## src/rtl/btc_pkg.sv

```systemverilog
// Package: encodings, field positions and reset values for the bit-test/call/clear decoder
// Operation
// RULE1: test_bit_skip_when_low runs next instruction if bit set, else a two-cycle NOP.
// RULE2: test_bit_skip_when_high runs next instruction if bit clear, else a two-cycle NOP.
// RULE3: Bit tests use bit index 0..7, register 00h..3Fh, touch no status flag.
// RULE4: Call first pushes program_counter plus one onto the return stack.
// RULE5: Call then loads its 12-bit target into program_counter bits 11..0.
// RULE6: Call always takes two cycles and changes no status flag.
// RULE7: zero_data_register writes 00h to register 00h..7Fh and sets zero flag.
// RULE8: zero_accumulator loads 00h into the accumulator and sets zero flag.
// RULE9: kick_watchdog clears the watchdog counter and sets expiry and sleep flags.
// RULE10: Call decodes as top two bits 10 with twelve target bits below.
package btc_pkg;
  localparam int          IW          = 14;
  localparam logic [13:0] OP_ZERO_ACC = 14'h0040;
  localparam logic [13:0] OP_KICK_WD  = 14'h0004;
  localparam logic [4:0]  TOP_SKIP_LO = 5'h0a;   // 01 010
  localparam logic [4:0]  TOP_SKIP_HI = 5'h0b;   // 01 011
  localparam logic [6:0]  TOP_ZERO_DR = 7'h03;   // 00 0001 1
  localparam logic [1:0]  TOP_CALL    = 2'h2;    // 10
  localparam int          BIT_LSB     = 6;
  localparam int          REG6_W      = 6;
  localparam int          REG7_W      = 7;
  localparam logic [7:0]  ZERO_BYTE   = 8'h00;
  localparam logic [11:0] PC_RESET    = 12'h000;
  localparam logic [11:0] PC_STEP     = 12'h001;
  localparam logic        EXPIRY_ON_KICK = 1'b1;
  localparam logic        SLEEP_ON_KICK  = 1'b1;

  typedef enum logic [2:0] {
    BTC_OTHER, BTC_SKIP_LO, BTC_SKIP_HI, BTC_CALL, BTC_ZERO_DR, BTC_ZERO_ACC, BTC_KICK_WD
  } btc_op_t;
endpackage

```

## src/rtl/btc_classify.sv

```systemverilog
// Pure combinational instruction classifier
`timescale 1ns/1ps
module btc_classify (
  input  wire logic [13:0]     instr,
  output btc_pkg::btc_op_t     op
);
  import btc_pkg::*;

  // Exact encodings first, then the field patterns
  always_comb begin
    op = BTC_OTHER;
    if (instr == OP_ZERO_ACC) begin                         // RULE8
      op = BTC_ZERO_ACC;
    end else if (instr == OP_KICK_WD) begin                 // RULE9
      op = BTC_KICK_WD;
    end else if (instr[13:9] == TOP_SKIP_LO) begin          // RULE1
      op = BTC_SKIP_LO;
    end else if (instr[13:9] == TOP_SKIP_HI) begin          // RULE2
      op = BTC_SKIP_HI;
    end else if (instr[13:12] == TOP_CALL) begin            // RULE10
      op = BTC_CALL;
    end else if (instr[13:7] == TOP_ZERO_DR) begin          // RULE7
      op = BTC_ZERO_DR;
    end
  end
endmodule // btc_classify

```

## src/rtl/btc_decode.sv

```systemverilog
// Decode/execute for bit-test skips, call and the clear instructions
`timescale 1ns/1ps
module btc_decode (
  input  wire logic        sys_clk,
  input  wire logic        rst_n,
  input  wire logic        instr_valid,
  input  wire logic [13:0] instr,
  input  wire logic [11:0] pc_now,
  input  wire logic [7:0]  rd_data,
  output logic [6:0]       rd_addr,
  output logic             busy,
  output logic             flush_next,
  output logic             stack_push,
  output logic [11:0]      stack_data,
  output logic             pc_load,
  output logic [11:0]      pc_target,
  output logic             reg_wr,
  output logic [6:0]       reg_wr_addr,
  output logic [7:0]       reg_wr_data,
  output logic             acc_wr,
  output logic [7:0]       acc_wr_data,
  output logic             zero_flag_set,
  output logic             wd_clear,
  output logic             expiry_flag_wr,
  output logic             expiry_flag,
  output logic             sleep_flag_wr,
  output logic             sleep_flag
);
  import btc_pkg::*;

  // Two-cycle instructions spend their second cycle in BTC_SECOND
  typedef enum {BTC_IDLE, BTC_SECOND} btc_state_t;

  // Sequencer state
  btc_state_t  state_q;
  btc_state_t  state_d;
  logic        busy_d;

  // Decoded view of the word on instr
  btc_op_t     op;
  logic        take;
  logic [2:0]  bit_idx;
  logic        bit_val;
  logic        skip_hit;

  // Next values of the skip and call outputs
  logic        flush_d;
  logic        push_d;
  logic [11:0] sdata_d;
  logic        pcl_d;
  logic [11:0] ptgt_d;

  // Next values of the clear outputs
  logic        rw_d;
  logic [6:0]  rwa_d;
  logic [7:0]  rwd_d;
  logic [6:0]  rda_d;
  logic        aw_d;
  logic [7:0]  awd_d;
  logic        zs_d;

  // Next values of the watchdog outputs
  logic        wd_d;
  logic        exp_d;
  logic        slp_d;

  // A bit test skips when the tested bit matches the polarity of its opcode
  function automatic logic skip_wanted(input btc_op_t kind, input logic tested);
    logic lo_hit;
    logic hi_hit;
    lo_hit      = (kind == BTC_SKIP_LO) && !tested;          // RULE1
    hi_hit      = (kind == BTC_SKIP_HI) && tested;           // RULE2
    skip_wanted = lo_hit || hi_hit;
  endfunction

  btc_classify u_classify (
    .instr (instr),
    .op    (op)
  );

  // Operand fields: 3-bit index, 6-bit address for bit tests
  assign bit_idx  = instr[BIT_LSB +: 3];                     // RULE3
  assign bit_val  = rd_data[bit_idx];
  assign skip_hit = skip_wanted(op, bit_val);
  // The second cycle of a skip or call swallows whatever arrives then
  assign take     = instr_valid && (state_q == BTC_IDLE);

  // Sequencer next state; bit tests and calls leave every status flag alone
  always_comb begin
    state_d = BTC_IDLE;
    busy_d  = 1'b0;
    if (take) begin
      unique case (op)
        BTC_SKIP_LO,
        BTC_SKIP_HI: begin
          if (skip_hit) begin                                // RULE1
            state_d = BTC_SECOND;
            busy_d  = 1'b1;
          end
        end
        BTC_CALL: begin
          state_d = BTC_SECOND;                              // RULE6
          busy_d  = 1'b1;                                    // RULE6
        end
        BTC_ZERO_DR,
        BTC_ZERO_ACC,
        BTC_KICK_WD,
        BTC_OTHER: begin
          state_d = BTC_IDLE;
        end
      endcase
    end
  end

  // Sequencer registers
  always_ff @(posedge sys_clk or negedge rst_n) begin
    if (!rst_n) begin
      state_q <= BTC_IDLE;
      busy    <= 1'b0;
    end else begin
      state_q <= state_d;
      busy    <= busy_d;
    end
  end

  // Skip strobe: the fetch path turns the next word into a no-operation
  always_comb begin
    flush_d = 1'b0;
    if (take && skip_hit) begin
      flush_d = 1'b1;                                        // RULE2
    end
  end

  // Skip register
  always_ff @(posedge sys_clk or negedge rst_n) begin
    if (!rst_n) begin
      flush_next <= 1'b0;
    end else begin
      flush_next <= flush_d;
    end
  end

  // Call: push the return address and load the target in the same strobe
  always_comb begin
    push_d  = 1'b0;
    pcl_d   = 1'b0;
    sdata_d = stack_data;
    ptgt_d  = pc_target;
    if (take && op == BTC_CALL) begin
      push_d  = 1'b1;                                        // RULE4
      sdata_d = pc_now + PC_STEP;                            // RULE4
      pcl_d   = 1'b1;                                        // RULE5
      ptgt_d  = instr[11:0];                                 // RULE5
    end
  end

  // Call registers; the return address wraps at the top of the 12-bit space
  always_ff @(posedge sys_clk or negedge rst_n) begin
    if (!rst_n) begin
      stack_push <= 1'b0;
      stack_data <= PC_RESET;
      pc_load    <= 1'b0;
      pc_target  <= PC_RESET;
    end else begin
      stack_push <= push_d;
      stack_data <= sdata_d;
      pc_load    <= pcl_d;
      pc_target  <= ptgt_d;
    end
  end

  // Register clear; rd_addr only trails instr, bit tests use rd_data in the same cycle
  always_comb begin
    rw_d  = 1'b0;
    rwa_d = reg_wr_addr;
    rwd_d = reg_wr_data;
    rda_d = {1'b0, instr[REG6_W-1:0]};                       // RULE3
    if (take && op == BTC_ZERO_DR) begin
      rw_d  = 1'b1;                                          // RULE7
      rwa_d = instr[REG7_W-1:0];                             // RULE7
      rwd_d = ZERO_BYTE;                                     // RULE7
    end
  end

  // Register clear registers
  always_ff @(posedge sys_clk or negedge rst_n) begin
    if (!rst_n) begin
      reg_wr      <= 1'b0;
      reg_wr_addr <= 7'h00;
      reg_wr_data <= ZERO_BYTE;
      rd_addr     <= 7'h00;
    end else begin
      reg_wr      <= rw_d;
      reg_wr_addr <= rwa_d;
      reg_wr_data <= rwd_d;
      rd_addr     <= rda_d;
    end
  end

  // Accumulator clear; the zero flag is raised by either clear
  always_comb begin
    aw_d  = 1'b0;
    awd_d = acc_wr_data;
    zs_d  = rw_d;                                            // RULE7
    if (take && op == BTC_ZERO_ACC) begin
      aw_d  = 1'b1;                                          // RULE8
      awd_d = ZERO_BYTE;                                     // RULE8
      zs_d  = 1'b1;                                          // RULE8
    end
  end

  // Accumulator and zero flag registers
  always_ff @(posedge sys_clk or negedge rst_n) begin
    if (!rst_n) begin
      acc_wr        <= 1'b0;
      acc_wr_data   <= ZERO_BYTE;
      zero_flag_set <= 1'b0;
    end else begin
      acc_wr        <= aw_d;
      acc_wr_data   <= awd_d;
      zero_flag_set <= zs_d;
    end
  end

  // Watchdog kick; the flag values are fixed and only the write strobes carry timing,
  // so the core must qualify expiry_flag and sleep_flag with their strobes
  always_comb begin
    wd_d  = 1'b0;
    exp_d = EXPIRY_ON_KICK;
    slp_d = SLEEP_ON_KICK;
    if (take && op == BTC_KICK_WD) begin
      wd_d = 1'b1;                                           // RULE9
    end
  end

  // Watchdog registers
  always_ff @(posedge sys_clk or negedge rst_n) begin
    if (!rst_n) begin
      wd_clear       <= 1'b0;
      expiry_flag_wr <= 1'b0;
      expiry_flag    <= 1'b0;
      sleep_flag_wr  <= 1'b0;
      sleep_flag     <= 1'b0;
    end else begin
      wd_clear       <= wd_d;                                // RULE9
      expiry_flag_wr <= wd_d;                                // RULE9
      expiry_flag    <= exp_d;
      sleep_flag_wr  <= wd_d;                                // RULE9
      sleep_flag     <= slp_d;
    end
  end
endmodule // btc_decode

```

## config.mk

```make
export PLATFORM = sky130hd
export DESIGN_NAME = btc_decode
export DESIGN_NICKNAME = d
export VERILOG_FILES = /design/src/rtl/btc_pkg.sv /design/src/rtl/btc_classify.sv /design/src/rtl/btc_decode.sv
export SDC_FILE = /design/constraint.sdc
export NUM_CORES = 1
export LEC_CHECK = 0
export ABC_AREA = 1
export ABC_CLOCK_PERIOD_IN_PS = 1900
export BUFFER_PORTS_ARGS = -buffer_cell sky130_fd_sc_hd__buf_2
export CAP_MARGIN = 20
export CORE_MARGIN = 2
export CORE_UTILIZATION = 25
export DETAILED_ROUTE_END_ITERATION = 6
export SYNTH_ARGS = -nofsm -noshare
export SYNTH_HDL_FRONTEND = slang
export SYNTH_HIERARCHICAL = 1
export SYNTH_SLANG_ARGS = --single-unit
```

## constraint.sdc

```tcl
create_clock -name sys_clk -period 1.9 [get_ports sys_clk]
set_input_delay 0.285 -clock sys_clk [delete_from_list [all_inputs] [get_ports sys_clk]]
set_output_delay 0.285 -clock sys_clk [all_outputs]
set_load 0.1 [all_outputs]
```

==> out/results.txt, run 1 <==
Status = finished, final reports clean
Core Box Area = 8810 um2
Routed Antenna Nets = 0
Worst IR Drop VDD = 0.515 mV
Pwr dens = 1330 nW/um2
Vias = 1,939
CTS tree = built
Die Height = 99.9 um
Top-area cell type share of the netlist area = 0.501
Compound-gate portion of the synthesized area = 0.0794
I/O pin cnt = 103
RSZ-0062 raised after global routing = false
Hold WC Path Type = input pin to async pin
# H-tree levels = 2
Yosys reg bits = 46
Post-synthesis xor/xnor area fraction = 0.0190
Share of cells above drive strength 1 = 0.340
Buffers on Ports = 85
Ant diodes = 0
Leakage = 1.65 nW
Critical path required time = 2070 ps
Async S/R FF share, synth = 1.00
Hold_buf cts = 0
Total of max-cap violations = 0
Max Fclk = 0.590 GHz
Post-CTS Setup Inserts = 0
Synth Area in Adders = 0.00544
Peak fanout along the critical path = 38
Min cycle time layout = 1700 ps
Dominant cells by area after synthesis = dfrtp_1 50%, nand2_1 11%, buf_4 7.2%
EDFF count, synth = 0
Pre-CTS setup slack = -138 ps
Clock Pin Slew Worst Setup and Hold Paths = 90 ps
1st-iter DRT viols = 78
DRT Pass-1 Iters = 4
Die area = 9980 um2
Worst setup SP type = input pin
Worst path arrival time = 1860 ps
Setup TNS = 0 ps
Utilization after layout = 0.330
Yosys top cell by area = dfrtp_1
Gpl congestion = 0.865
Number of global-route vias before repair = 1,847
Synth warnings = 6
List of most frequent post-synthesis cells = 67 x nand2_1, 46 x dfrtp_1, 32 x inv_1
CP Class = input pin to flip-flop
Avg Cell Area, Syn = 8.42 um2
Hold WS = 12.4 ps
Clock sink total = 46
Clock Skews = 3.80 ps
Initial antenna violation count = 0
Final WS setup = 205 ps
DRC Markers = 0
Root buf cell = clkbuf_8
Most frequent cell after synthesis = nand2_1
Drt wl/cell = 11.4 um
Hold Fails Final Rpt = 0
Skew-Pair Late Insertion Delay = 290 ps
Slew margin rel. = 0.557
Final setup vio count = 0
Max-slew violation count = 0
Post-CTS resize count = 0
Initial core utilization = 0.261
CTS buffer count = 5
Largest net degree at the start of global routing = 39
Part of the Yosys area used for sequential elements = 0.501
First-pass GRT wire length = 8670 um
Cells after Synth = 273
Critical Path End Type = flip-flop
Main combinational cell family by area after synthesis = simple AND/OR/NAND/NOR gates
Mux contribution to synthesized area = 0
Most used DFF post-synth = dfrtp_1
Via density = 4.13
Layout area overhead = 26.4%
Std cell rows = 34
GRT Overall Usage = 0.110
Drt total wl = 5370 um
Cell Area, Synth = 2300 um2
Total Power = 3.87 mW
Yosys cell types = 30
Clock Path Buffers = 2
Final nets = 399
Die boundary width = 99.9 um
Grt total ovfl = 0
Fin crit share = 0.892
Tightest Pin Transition = 663 ps
Simple-gate share of the synthesized area = 0.243
Half-perimeter wire length after placement = 4320 um
==> worst max-delay path, cell delays in order <==
cell and delay (ps):
buf_2 110, nor2_1 230, nand3_1 170, nor2_4 110
nand2_2 70, nand2_2 80, inv_1 60, nor3_2 120
inv_2 70, nor2_4 90, inv_2 260, nand2_1 160
o21ai_2 60
==> logic make-up after synthesis <==
kind of cell | after synthesis
compound gates | 31
xor+xnor | 5
flops | 46
fa+ha+maj | 1
other cells | 2
simple gates | 125
buf+inv | 63
==> worst paths after layout <==
check / startpoint / end / slack [ps] / cells past startpoint
max: instr[5] / stack_data[3] / 200 / 13
min: rst_n / reg_wr_addr[1] / 10 / 1
max reg2reg: state_q[0] / stack_data[3] / 530 / 6
min reg2reg: pc_target[10] / pc_target[10] / 480 / 2
max in group asynchronous: rst_n / pc_target[3] / 1300 / 2
min in group sys_clk: instr[0] / rd_addr[0] / 120 / 1
==> metal layers <==
layer	GRT usage	wire, um
met1	0.139	2330
met2	0.188	2600
met3	0.0237	361
met4	0.0379	78
met5	0	0
==> flip-flops by register name, summed over array words and instances (netlist names), 6 cells and up <==
register and count:
reg_wr_addr 7, pc_target 12, stack_data 12, rd_addr 6
==> through the flow <==
step / std cells / area [um2]
6_report: 470 / 2910
2_1_floorplan: 289 / 2360
5_1_grt: 470 / 2910
4_1_cts: 470 / 2910
3_3_place_gp: 462 / 2760
3_5_place_dp: 462 / 2760
==> cell usage in the layout, fill, tap and decap left out, drive strengths merged <==
cell type | Yosys | layout
clkbuf | 1 | 6
nand4 | 2 | 2
nor3 | 4 | 4
bufinv | 0 | 2
o31ai | 1 | 1
a31oi | 2 | 2
or2 | 2 | 2
nor2 | 30 | 30
nand2 | 72 | 72
xor2 | 3 | 3
o21bai | 1 | 1
buf | 26 | 92
nand3 | 15 | 15
o21ai | 24 | 24
xnor2 | 2 | 2
conb | 2 | 18
ha | 1 | 1
dfrtp | 46 | 46
a21oi | 3 | 3
inv | 36 | 36
==> power breakdown <==
group / internal (mW) / switching [mW]
clock: 0.561 / 0.329
sequential: 1.13 / 0.0723
combinational: 0.234 / 1.55
==> final cells by class <==
type	instances	area (um2)
clock buffers	6	82.6
multi-input cells	180	865
inverters	36	135
well taps	108	135
flip-flops and latches	46	1150
fillers	936	5900
repair buffers	92	478
clock inverters	2	60.1
No activity file was read; power rests on OpenSTA's default activity.
==> run 2: changes to the inputs <==
Settings changed: ABC_CLOCK_PERIOD_IN_PS 1900 to 1550.
Clock period 1.9 ns to 1.55 ns, I/O delays scaled along.
==> run 2 against run 1 <==
- via count up 2.4%
- worst setup slack worse by 65 ps
- sequential power up 23%
- die area unchanged
- register-to-register slack worse by 220 ps
- highest routed layer unchanged
- final cell count up 4.3%
- critical path depth unchanged
- non-clock buffer count up 20
- combinational power up 25%
==> out/results.txt, run 2 (synthesized netlist as in run 1, its figures left out) <==
Status = finished, final reports clean
Clock sink total = 46
Std cell rows = 34
Share of cells above drive strength 1 = 0.398
Hold Crit Start = instr[3]
1st-iter DRT viols = 78
Max-slew violation count = 0
Routed Antenna Nets = 0
Drt wl/cell = 11.2 um
Fin crit share = 0.910
Buffers on Ports = 85
Initial antenna violation count = 0
Grt total ovfl = 0
Final setup vio count = 0
Initial core utilization = 0.261
Pwr dens = 1490 nW/um2
Number of global-route vias before repair = 1,931
FF-to-FF Start = state_q[0]
Leakage = 1.73 nW
Clock Pin Slew Worst Setup and Hold Paths = 100 ps
Via density = 4.05
GRT Overall Usage = 0.113
Worst setup SP type = input pin
Worst IR Drop VDD = 0.492 mV
Worst Setup SP = instr[5]
CTS tree = built
Most frequent cells in the layout = 85 x buf_2, 62 x nand2_1, 43 x dfrtp_1, 32 x inv_1, 24 x nor2_1
CTS buffer count = 5
Clock Path Buffers = 2
Critical path required time = 1760 ps
Vias = 1,986
Setup TNS = 0 ps
Largest net degree at the start of global routing = 23
Path depth of the worst reg2reg path = 7
Hold Fails Final Rpt = 0
Hold Path Depth = 1
Fillers = 921
Gpl congestion = 0.830
Total Power = 4.61 mW
Top flop regs = pc_target (12), stack_data (12), reg_wr_addr (7)
Die Height = 99.9 um
# H-tree levels = 2
CP Class = input pin to flip-flop
Die area = 9980 um2
DRT Pass-1 Iters = 4
Final nets = 419
Drt total wl = 5470 um
Max Fclk = 0.709 GHz
DRC Markers = 0
Clock Skews = 15.5 ps
Post-CTS Setup Inserts = 0
Peak fanout along the critical path = 17
Core Box Area = 8810 um2
Min cycle time layout = 1410 ps
Skew-Pair Late Insertion Delay = 300 ps
Die boundary width = 99.9 um
Hold WC Path Type = input pin to flip-flop
Worst path arrival time = 1620 ps
Ant diodes = 0
Commonest non-fill, non-tap cell in the layout = buf_2
RSZ-0062 raised after global routing = false
First-pass GRT wire length = 8940 um
Critical Path End Type = flip-flop
Half-perimeter wire length after placement = 4520 um
Total of max-cap violations = 0
Layout area overhead = 34.3%
Root buf cell = clkbuf_8
I/O pin cnt = 103
## run 2: worst max-delay path, stage by stage
cell and delay [ps]:
buf_2 110, nor2_2 160, nand3_1 130, nor2_4 100
nand2_2 70, nand2_2 90, inv_1 60, nor3_2 120
inv_2 70, nor2_4 90, inv_2 70, buf_12 150
o31ai_2 160
## run 2: final cells by class
| class | instances | area, um2 | area share |
|---|---|---|---|
| Sequential cell | 46 | 1150 | 0.374 |
| Multi-Input combinational cell | 180 | 882 | 0.286 |
| Timing Repair Buffer | 112 | 668 | 0.216 |
| Inverter | 36 | 135 | 0.0437 |
| Tap cell | 108 | 135 | 0.0437 |
| Clock buffer | 5 | 68.8 | 0.0223 |
| Clock inverter | 3 | 45.0 | 0.0146 |
## run 2: timing repair
| action | in CTS | in global routing |
|---|---|---|
| hold buffers | 1 | 0 |
| resized for setup | 0 | 3 |
| endpoints found under the setup margin | 0 | 28 |
| endpoints found under the hold margin | 13 | 0 |
## run 2: worst paths after layout
check | to | slack [ps]
min reg2reg | pc_target[10] | 470
max in group asynchronous | sleep_flag_wr | 680
min in group asynchronous | stack_data[5] | 370
max | stack_data[6] | 140
max reg2reg | reg_wr_addr[5] | 310
min | rd_addr[3] | 70
## run 2: where the power goes
| group | internal [mW] | leakage [nW] | switching, mW | total [mW] |
|---|---|---|---|---|
| registers | 1.39 | 0.586 | 0.0947 | 1.48 |
| clock network | 0.480 | 0.0504 | 0.421 | 0.901 |
| logic | 0.327 | 1.09 | 1.90 | 2.23 |
## run 2: through the flow
stage / worst slack [ps] / hold slack (ps) / std cells / area, um2 / util
after detailed placement: -259 / 171 / 481 / 2960 / 0.336
final: 139 / 69.4 / 490 / 3090 / 0.351
after global routing: 3.12 / 63.6 / 490 / 3090 / 0.351
after CTS: 60.0 / 52.1 / 490 / 3080 / 0.350
after global placement: -213 / 174 / 481 / 2960 / 0.336
after floorplan: -81.2 / -63.1 / 289 / 2380 / -
## run 2: layer usage
layer	vias up	GRT usage	wire, um
met1	882	0.139	2410
met2	80	0.190	2560
met4	0	0.0411	110
met5	-	0	0
met3	9	0.0320	390
li1	1015	-	-
